--- src/shared/gpio_edge_pkg.sv ---
package gpio_edge_pkg;

	// register port geometry
	localparam int ADDR_W = 8;
	localparam int DATA_W = 8;

	// register offsets on the plain register port
	localparam logic [7:0] OFS_PP_POL  = 8'h1d;
	localparam logic [7:0] OFS_PP_IEN  = 8'h1e;
	localparam logic [7:0] OFS_PP_IFL  = 8'h1f;
	localparam logic [7:0] OFS_PJ_WOM  = 8'h27;
	localparam logic [7:0] OFS_PJ_DATA = 8'h28;
	localparam logic [7:0] OFS_PJ_PIN  = 8'h29;
	localparam logic [7:0] OFS_PJ_DIR  = 8'h2a;
	localparam logic [7:0] OFS_PJ_RDR  = 8'h2b;
	localparam logic [7:0] OFS_PJ_PER  = 8'h2c;
	localparam logic [7:0] OFS_PJ_PPS  = 8'h2d;
	localparam logic [7:0] OFS_PJ_IEN  = 8'h2e;
	localparam logic [7:0] OFS_PJ_IFL  = 8'h2f;

	// field positions: port p uses all bits, port j only bits 7 and 6
	localparam int PP_W  = 8;
	localparam int PJ_W  = 2;
	localparam int PJ_HI = 7;
	localparam int PJ_LO = 6;

	// reset values
	localparam logic [7:0] PP_REG_RESET = 8'h00;
	localparam logic [1:0] PJ_REG_RESET = 2'h0;
	localparam logic [7:0] PP_PULL_UP_RESET = 8'hff;
	localparam logic [7:0] RD_DATA_RESET = 8'h00;

	// pin synchroniser depth; readback lags a direction change by this many cycles plus one for the pad register
	localparam int SYNC_STAGES = 2;

	// register port request, one cycle per access
	typedef struct packed {
		logic [ADDR_W-1:0] addr;
		logic [DATA_W-1:0] wdata;
		logic              wr;
		logic              rd;
	} bus_req_t;

	// port j pad controls, index 1 is pin 7, index 0 is pin 6
	typedef struct packed {
		logic [PJ_W-1:0] out;
		logic [PJ_W-1:0] oe_n;
		logic [PJ_W-1:0] drive_reduced;
		logic [PJ_W-1:0] pull_en;
		logic [PJ_W-1:0] pull_up;
	} pj_pad_t;

	localparam pj_pad_t PJ_PAD_RESET = '{out: 2'h0, oe_n: 2'h3, drive_reduced: 2'h0,
		pull_en: 2'h0, pull_up: 2'h3};

endpackage

--- src/logic/gpio_edge_interrupt_port.sv ---
// Behaviour
// each port p pin has an enable bit where 0 masks its flag from the interrupt and 1 lets it through.
// a port p flag is set by an active edge on its pin, rising or falling as its polarity bit says.
// writing 1 to a port p flag bit clears it and writing 0 leaves it alone.
// the interrupt is requested while any flag is set together with its enable bit.
// a read of the port j data register returns the latch for output pins and the pin level otherwise.
// the port j input register always returns the sampled pin levels and ignores writes.
// port j pins 7 and 6 have direction bits, 0 for input and 1 for output.
// after a direction change the readback may be stale for up to two cycles because of the synchroniser; the pad register makes it up to three here.
// port j outputs have a drive strength bit, 0 full and 1 about a third, ignored for inputs.
// port j pull enable bits act only on inputs or wired-or outputs, never on push-pull outputs.
// a port j polarity bit of 0 selects falling edges and a pull-up.
// a port j polarity bit of 1 selects rising edges and a pull-down.
// port p polarity bits select falling edge with pull-up at 0 and rising edge with pull-down at 1.
// port j pins 7 and 6 each have an enable bit where 0 masks and 1 enables the edge interrupt.
// port j flags are set by the active edge and cleared by writing 1, writing 0 does nothing; only input pins set a flag here.
// edges come from consecutive synchronised samples and a new edge beats a clear in the same cycle.
// writes to the port j data register always update the latch, even while the pin is an input.
`timescale 1ns/100ps
module gpio_edge_interrupt_port (
	// clock and reset
	input  wire logic                    core_clk,
	input  wire logic                    reset,
	// register port
	input  wire gpio_edge_pkg::bus_req_t bus_req,
	output logic [7:0]                   rd_data_q,
	// port p pins, inputs only in this block
	input  wire logic [7:0]              pp_pin_in,
	output logic [7:0]                   pp_pull_up_q,
	// port j pins 7 and 6
	input  wire logic [1:0]              pj_pin_in,
	output gpio_edge_pkg::pj_pad_t       pj_pad_q,
	// interrupt request, level
	output logic                         irq_q
);
	import gpio_edge_pkg::*;

	// software registers
	logic [PP_W-1:0]   pp_pol_q;
	logic [PP_W-1:0]   pp_ien_q;
	logic [PP_W-1:0]   pp_ifl_q;
	logic [PP_W-1:0]   pp_ifl_d;
	logic [PJ_W-1:0]   pj_wom_q;
	logic [PJ_W-1:0]   pj_data_q;
	logic [PJ_W-1:0]   pj_dir_q;
	logic [PJ_W-1:0]   pj_rdr_q;
	logic [PJ_W-1:0]   pj_per_q;
	logic [PJ_W-1:0]   pj_pps_q;
	logic [PJ_W-1:0]   pj_ien_q;
	logic [PJ_W-1:0]   pj_ifl_q;
	logic [PJ_W-1:0]   pj_ifl_d;

	// synchroniser stages and previous sample
	logic [PP_W-1:0]   pp_s1_q;
	logic [PP_W-1:0]   pp_s2_q;
	logic [PP_W-1:0]   pp_prev_q;
	logic [PJ_W-1:0]   pj_s1_q;
	logic [PJ_W-1:0]   pj_s2_q;
	logic [PJ_W-1:0]   pj_prev_q;

	// write decode
	wire               wr_pp_pol  = bus_req.wr && (bus_req.addr == OFS_PP_POL);
	wire               wr_pp_ien  = bus_req.wr && (bus_req.addr == OFS_PP_IEN);
	wire               wr_pp_ifl  = bus_req.wr && (bus_req.addr == OFS_PP_IFL);
	wire               wr_pj_wom  = bus_req.wr && (bus_req.addr == OFS_PJ_WOM);
	wire               wr_pj_data = bus_req.wr && (bus_req.addr == OFS_PJ_DATA);
	wire               wr_pj_dir  = bus_req.wr && (bus_req.addr == OFS_PJ_DIR);
	wire               wr_pj_rdr  = bus_req.wr && (bus_req.addr == OFS_PJ_RDR);
	wire               wr_pj_per  = bus_req.wr && (bus_req.addr == OFS_PJ_PER);
	wire               wr_pj_pps  = bus_req.wr && (bus_req.addr == OFS_PJ_PPS);
	wire               wr_pj_ien  = bus_req.wr && (bus_req.addr == OFS_PJ_IEN);
	wire               wr_pj_ifl  = bus_req.wr && (bus_req.addr == OFS_PJ_IFL);
	wire [PJ_W-1:0]    wd_pj      = bus_req.wdata[PJ_HI:PJ_LO];

	// edge detection on synchronised samples, never on the first stage
	wire [PP_W-1:0]    pp_rise = pp_s2_q & ~pp_prev_q;
	wire [PP_W-1:0]    pp_fall = ~pp_s2_q & pp_prev_q;
	wire [PP_W-1:0]    pp_edge = (pp_pol_q & pp_rise) | (~pp_pol_q & pp_fall);
	wire [PJ_W-1:0]    pj_rise = pj_s2_q & ~pj_prev_q;
	wire [PJ_W-1:0]    pj_fall = ~pj_s2_q & pj_prev_q;
	// output pins see their own drive, so only input pins may raise a flag
	wire [PJ_W-1:0]    pj_edge = ~pj_dir_q & ((pj_pps_q & pj_rise) | (~pj_pps_q & pj_fall));

	// flag update: the set term is or-ed last so an edge beats a clear
	wire [PP_W-1:0]    pp_clr = wr_pp_ifl ? bus_req.wdata : PP_REG_RESET;
	wire [PJ_W-1:0]    pj_clr = wr_pj_ifl ? wd_pj : PJ_REG_RESET;
	assign pp_ifl_d = (pp_ifl_q & ~pp_clr) | pp_edge;
	assign pj_ifl_d = (pj_ifl_q & ~pj_clr) | pj_edge;

	// interrupt request from unmasked flags
	wire [PP_W-1:0]    pp_live = pp_ifl_q & pp_ien_q;
	wire [PJ_W-1:0]    pj_live = pj_ifl_q & pj_ien_q;
	wire               irq_d   = (|pp_live) | (|pj_live);

	// read paths
	wire [PJ_W-1:0]    pj_rd_data = (pj_dir_q & pj_data_q) | (~pj_dir_q & pj_s2_q);
	wire [PJ_LO-1:0]   pad_lo     = '0;
	wire [7:0]         rd_pj_data = {pj_rd_data, pad_lo};
	wire [7:0]         rd_pj_pin  = {pj_s2_q, pad_lo};
	wire [7:0]         rd_sel =
		(bus_req.addr == OFS_PP_POL)  ? pp_pol_q :
		(bus_req.addr == OFS_PP_IEN)  ? pp_ien_q :
		(bus_req.addr == OFS_PP_IFL)  ? pp_ifl_q :
		(bus_req.addr == OFS_PJ_WOM)  ? {pj_wom_q, pad_lo} :
		(bus_req.addr == OFS_PJ_DATA) ? rd_pj_data :
		(bus_req.addr == OFS_PJ_PIN)  ? rd_pj_pin :
		(bus_req.addr == OFS_PJ_DIR)  ? {pj_dir_q, pad_lo} :
		(bus_req.addr == OFS_PJ_RDR)  ? {pj_rdr_q, pad_lo} :
		(bus_req.addr == OFS_PJ_PER)  ? {pj_per_q, pad_lo} :
		(bus_req.addr == OFS_PJ_PPS)  ? {pj_pps_q, pad_lo} :
		(bus_req.addr == OFS_PJ_IEN)  ? {pj_ien_q, pad_lo} :
		(bus_req.addr == OFS_PJ_IFL)  ? {pj_ifl_q, pad_lo} :
		RD_DATA_RESET; // unmapped reads as zero
	// data stand only in the cycle after the read strobe
	wire [7:0]         rd_data_d = bus_req.rd ? rd_sel : RD_DATA_RESET;

	// pad control; a wired-or pin drives only its low level
	pj_pad_t           pj_pad_d;
	wire [PJ_W-1:0]    pj_drive = pj_dir_q & (~pj_wom_q | ~pj_data_q);
	assign pj_pad_d.out           = pj_data_q;
	assign pj_pad_d.oe_n          = ~pj_drive;
	assign pj_pad_d.drive_reduced = pj_rdr_q & pj_dir_q;
	assign pj_pad_d.pull_en       = pj_per_q & (~pj_dir_q | pj_wom_q);
	assign pj_pad_d.pull_up       = ~pj_pps_q;
	wire [PP_W-1:0]    pp_pull_up_d = ~pp_pol_q;

	// two-flop synchronisers; two of the three cycles of readback lag after a direction change come from here
	always_ff @(posedge core_clk or posedge reset) begin
		if (reset) begin
			pp_s1_q   <= PP_REG_RESET;
			pp_s2_q   <= PP_REG_RESET;
			pp_prev_q <= PP_REG_RESET;
			pj_s1_q   <= PJ_REG_RESET;
			pj_s2_q   <= PJ_REG_RESET;
			pj_prev_q <= PJ_REG_RESET;
		end else begin
			pp_s1_q   <= pp_pin_in;
			pp_s2_q   <= pp_s1_q;
			pp_prev_q <= pp_s2_q;
			pj_s1_q   <= pj_pin_in;
			pj_s2_q   <= pj_s1_q;
			pj_prev_q <= pj_s2_q;
		end
	end

	// port p control registers
	always_ff @(posedge core_clk or posedge reset) begin
		if (reset) begin
			pp_pol_q <= PP_REG_RESET;
			pp_ien_q <= PP_REG_RESET;
			pp_ifl_q <= PP_REG_RESET;
		end else begin
			if (wr_pp_pol) begin
				pp_pol_q <= bus_req.wdata;
			end
			if (wr_pp_ien) begin
				pp_ien_q <= bus_req.wdata;
			end
			pp_ifl_q <= pp_ifl_d;
		end
	end

	// port j configuration registers; the input register has no storage
	always_ff @(posedge core_clk or posedge reset) begin
		if (reset) begin
			pj_wom_q  <= PJ_REG_RESET;
			pj_data_q <= PJ_REG_RESET;
			pj_dir_q  <= PJ_REG_RESET;
			pj_rdr_q  <= PJ_REG_RESET;
			pj_per_q  <= PJ_REG_RESET;
			pj_pps_q  <= PJ_REG_RESET;
		end else begin
			if (wr_pj_wom) begin
				pj_wom_q <= wd_pj;
			end
			if (wr_pj_data) begin
				pj_data_q <= wd_pj;
			end
			if (wr_pj_dir) begin
				pj_dir_q <= wd_pj;
			end
			if (wr_pj_rdr) begin
				pj_rdr_q <= wd_pj;
			end
			if (wr_pj_per) begin
				pj_per_q <= wd_pj;
			end
			if (wr_pj_pps) begin
				pj_pps_q <= wd_pj;
			end
		end
	end

	// port j interrupt registers
	always_ff @(posedge core_clk or posedge reset) begin
		if (reset) begin
			pj_ien_q <= PJ_REG_RESET;
			pj_ifl_q <= PJ_REG_RESET;
		end else begin
			if (wr_pj_ien) begin
				pj_ien_q <= wd_pj;
			end
			pj_ifl_q <= pj_ifl_d;
		end
	end

	// registered outputs; pads follow the registers one cycle later
	always_ff @(posedge core_clk or posedge reset) begin
		if (reset) begin
			rd_data_q    <= RD_DATA_RESET;
			irq_q        <= 1'b0;
			pj_pad_q     <= PJ_PAD_RESET;
			pp_pull_up_q <= PP_PULL_UP_RESET;
		end else begin
			rd_data_q    <= rd_data_d;
			irq_q        <= irq_d;
			pj_pad_q     <= pj_pad_d;
			pp_pull_up_q <= pp_pull_up_d;
		end
	end
endmodule // gpio_edge_interrupt_port

--- config.mk ---
export PLATFORM = sky130hd
export DESIGN_NAME = gpio_edge_interrupt_port
export DESIGN_NICKNAME = d
export VERILOG_FILES = /design/src/shared/gpio_edge_pkg.sv /design/src/logic/gpio_edge_interrupt_port.sv
export SDC_FILE = /design/constraint.sdc
export NUM_CORES = 1
export LEC_CHECK = 0
export ABC_CLOCK_PERIOD_IN_PS = 6450
export BUFFER_PORTS_ARGS = -buffer_cell sky130_fd_sc_hd__buf_2
export CAP_MARGIN = 20
export CORE_ASPECT_RATIO = 0.75
export CORE_MARGIN = 2
export CORE_UTILIZATION = 55
export DETAILED_ROUTE_END_ITERATION = 8
export PLACE_DENSITY = 0.76
export SLEW_MARGIN = 10
export SYNTH_ARGS = -nofsm -noshare
export SYNTH_HDL_FRONTEND = slang
export SYNTH_SLANG_ARGS = --single-unit
--- constraint.sdc ---
create_clock -name core_clk -period 6.45 [get_ports core_clk]
set_input_delay 0.9675 -clock core_clk [delete_from_list [all_inputs] [get_ports core_clk]]
set_output_delay 0.9675 -clock core_clk [all_outputs]
set_load 0.02 [all_outputs]
==> qor.csv <==
metric,value,unit
outcome,completed,
drt-initial-drc-count,121,
ir_drop,0.162,mV
htree_levels,3,
grt_pass1_wl,11.6,mm
async_flop_share,1.00,
synth_area,3770,sq um
die_h,75.7,um
grt_overflow,0,
cts_resized,0,
dr_wl_met3,397,um
wire_per_inst,15.8,um
fin_setup_tns,0,ns
cts_buffers,9,
postPlaceCellArea,4120,sq um
fin_area,4330,sq um
yosys_warnings,0,
post_cts_buffers,0,
seqCellArea,2440,sq um
start_kind,input pin,
synthCells,310,
max_cap_violations,0,
cts_tree,done,
nFillCells,530,
root_buffer,clkbuf_8,
synth_area_leaders,"dfrtp_1 (56%), dfstp_2 (8.4%), mux2_2 (6.6%), nand2_1 (4.7%), nor2_1 (3.1%)",
vias_per_cell,5.52,
hold_buffers,0,
row_count,26,
clk-insertion-delay-late,0.37,ns
hold_class,reg -> reg,
path_clk_slew,0.08,ns
synth_top_area_frac,0.564,
leakagePower,2.01,nW
cts_buffer_depth,2,
ys.flop_type,dfrtp_1,
critPathMaxFanout,21,
slowest_delay,0.62,ns
synth_nets,340,
grt_pass1_vias,2339,
grt_max_degree,69,
ant_nets,0,
yosysUniqueCellTypes,42,
fin_crit_sh,0.388,
place_hpwl,5.12,mm
fin_crit,2.50,ns
slew_headroom,0.466,
ys_seq_area_frac,0.648,
cp_cell_sequence,buf_2 -> nor2b_1 -> and3_1 -> o21ai_0,
die-area,7540,sq um
critical_path.slowest_cell,nor2b_1,
crit_required,6.68,ns
core_area,6730,sq um
worst_pin_slew,0.801,ns
pin_count,57,
synth_edf_count,0,
skew,0.00722,ns
grt_usage,0.205,
wl_met2,3.30,mm
synth.largest_area_cell,dfrtp_1,
crit_type,in -> reg,
diodes,0,
start_util,0.560,
final_layout_size_suffix_gt1_frac,0.307,
port_buffers,56,
setup_violations,0,
top_layer_used,met4,
worstSetupEndpointType,register,
cp_data_arrival_time,2.73,ns
drc,0,
gp_congestion,0.890,
vias,2530,
synth-seq-cells,97,
multi_input_area,1220,sq um
wl_met1,3.46,mm
hold_viol,0,
fmaxAchievable,399,MHz
dieWidth,99.6,um
area_delta_synth_final,14.9,%
first_pass_iters,4,
cts_sinks,97,
rsz0062_at_grt,false,
power_density,272,nW/um^2
layout.nets,400,
slew_viol_final,0,
syn_avg_cell_area,12.2,sq um
antenna_found_initial,0,
wirelength,7.24,mm
## final timing paths
kind	start	end	slack (ns)	cells after the start
setup / recovery	bus_req[10]	pp_pol_q[6]$_DFFE_PP0P_	3.95	4
hold / removal	pp_s1_q[3]$_DFF_PP0_	pp_s2_q[3]$_DFF_PP0_	0.35	0
setup reg to reg	pj_dir_q[0]$_DFFE_PP0P_	rd_data_q[6]$_DFF_PP0_	4.72	5
hold reg to reg	pp_s1_q[3]$_DFF_PP0_	pp_s2_q[3]$_DFF_PP0_	0.35	0
max in group asynchronous	reset	rd_data_q[6]$_DFF_PP0_	4.74	3
min in group asynchronous	reset	pj_s1_q[1]$_DFF_PP0_	0.58	2
## state kept, by name, indices dropped and copies added (netlist names), 8 cells and up
register / count
pj_pad_q: 10
pp_ien_q: 8
pp_ifl_q: 8
pp_pol_q: 8
pp_prev_q: 8
pp_pull_up_q: 8
pp_s1_q: 8
pp_s2_q: 8
rd_data_q: 8
## layout by cell type, fill, tap and decap left out, types with 2 or more instances in the layout
cell	count
clkbuf_8	10
clkinv_2	2
nor2b_1	2
bufinv_16	2
a21oi_1	4
a221o_1	8
nor2_4	2
nand4_1	2
nand2_1	47
mux2i_1	4
o21ai_0	21
nor2_1	31
o22ai_1	4
inv_1	14
nand3b_1	3
nand3_1	5
a22o_1	2
buf_2	56
a22oi_1	11
a21boi_0	3
mux2_2	22
dfrtp_1	85
and2_1	2
dfstp_2	12
## where the power goes
| group | total, mW | switching (mW) | internal, mW |
|---|---|---|---|
| sequential | 0.661 | 0.0198 | 0.641 |
| clock | 0.423 | 0.197 | 0.227 |
| combinational | 0.0940 | 0.0579 | 0.0361 |
| total | 1.18 | 0.274 | 0.903 |
## routing by layer
metal	GRT usage	vias up
li1	-	1206
met1	0.299	1246
met2	0.305	72
met3	0.0651	6
met4	0.0563	0
met5	0	-
## stage by stage
step,std cells,utilization,setup slack [ns],power [mW],hold WS (ns)
finish,458,0.643,3.95,1.18,0.354
global route,458,0.643,3.76,1.23,0.361
CTS,458,0.643,3.97,1.19,0.355
detailed placement,443,0.611,3.57,0.767,0.335
global placement,443,0.611,3.67,0.763,0.333
floorplan,310,-,2.97,0.729,0.331
## cells in the mapped netlist (2+ instances only)
cell type	n
dfrtp_1	85
nand2_1	47
nor2_1	31
mux2_2	22
o21ai_0	21
inv_1	15
dfstp_2	12
a22oi_1	11
a221o_1	8
nand3_1	5
a21oi_1	4
mux2i_1	4
o22ai_1	4
a21boi_0	3
nand3b_1	3
a22o_1	2
and2_1	2
buf_2	2
clkbuf_1	2
clkbuf_2	2
nand4_1	2
nor2_4	2
nor2b_1	2
## area by class of cell
| class | instances | area share |
|---|---|---|
| clock inverter | 5 | 0.0182 |
| sequential | 97 | 0.564 |
| clock buffer | 10 | 0.0318 |
| multi-input combinational | 190 | 0.282 |
| inverter | 15 | 0.0136 |
| timing repair buffer | 57 | 0.0664 |
| tap | 84 | 0.0243 |
## worst max-delay path: cells and delay by family
family                 cells  cell delay (ns)
AND/OR/NAND/NOR            2             1.22
buffers and inverters      1             0.36
AO/OA/AOI/OAI              1             0.16
## cell families after synthesis
family | after synthesis | share of synthesized area
buffers and inverters | 23 | 0.0279
muxes | 27 | 0.0823
AOI/OAI and AO/OA | 61 | 0.113
and+or+nand+nor | 102 | 0.129
DFF | 97 | 0.648
Power figures use the tool's default switching activity.
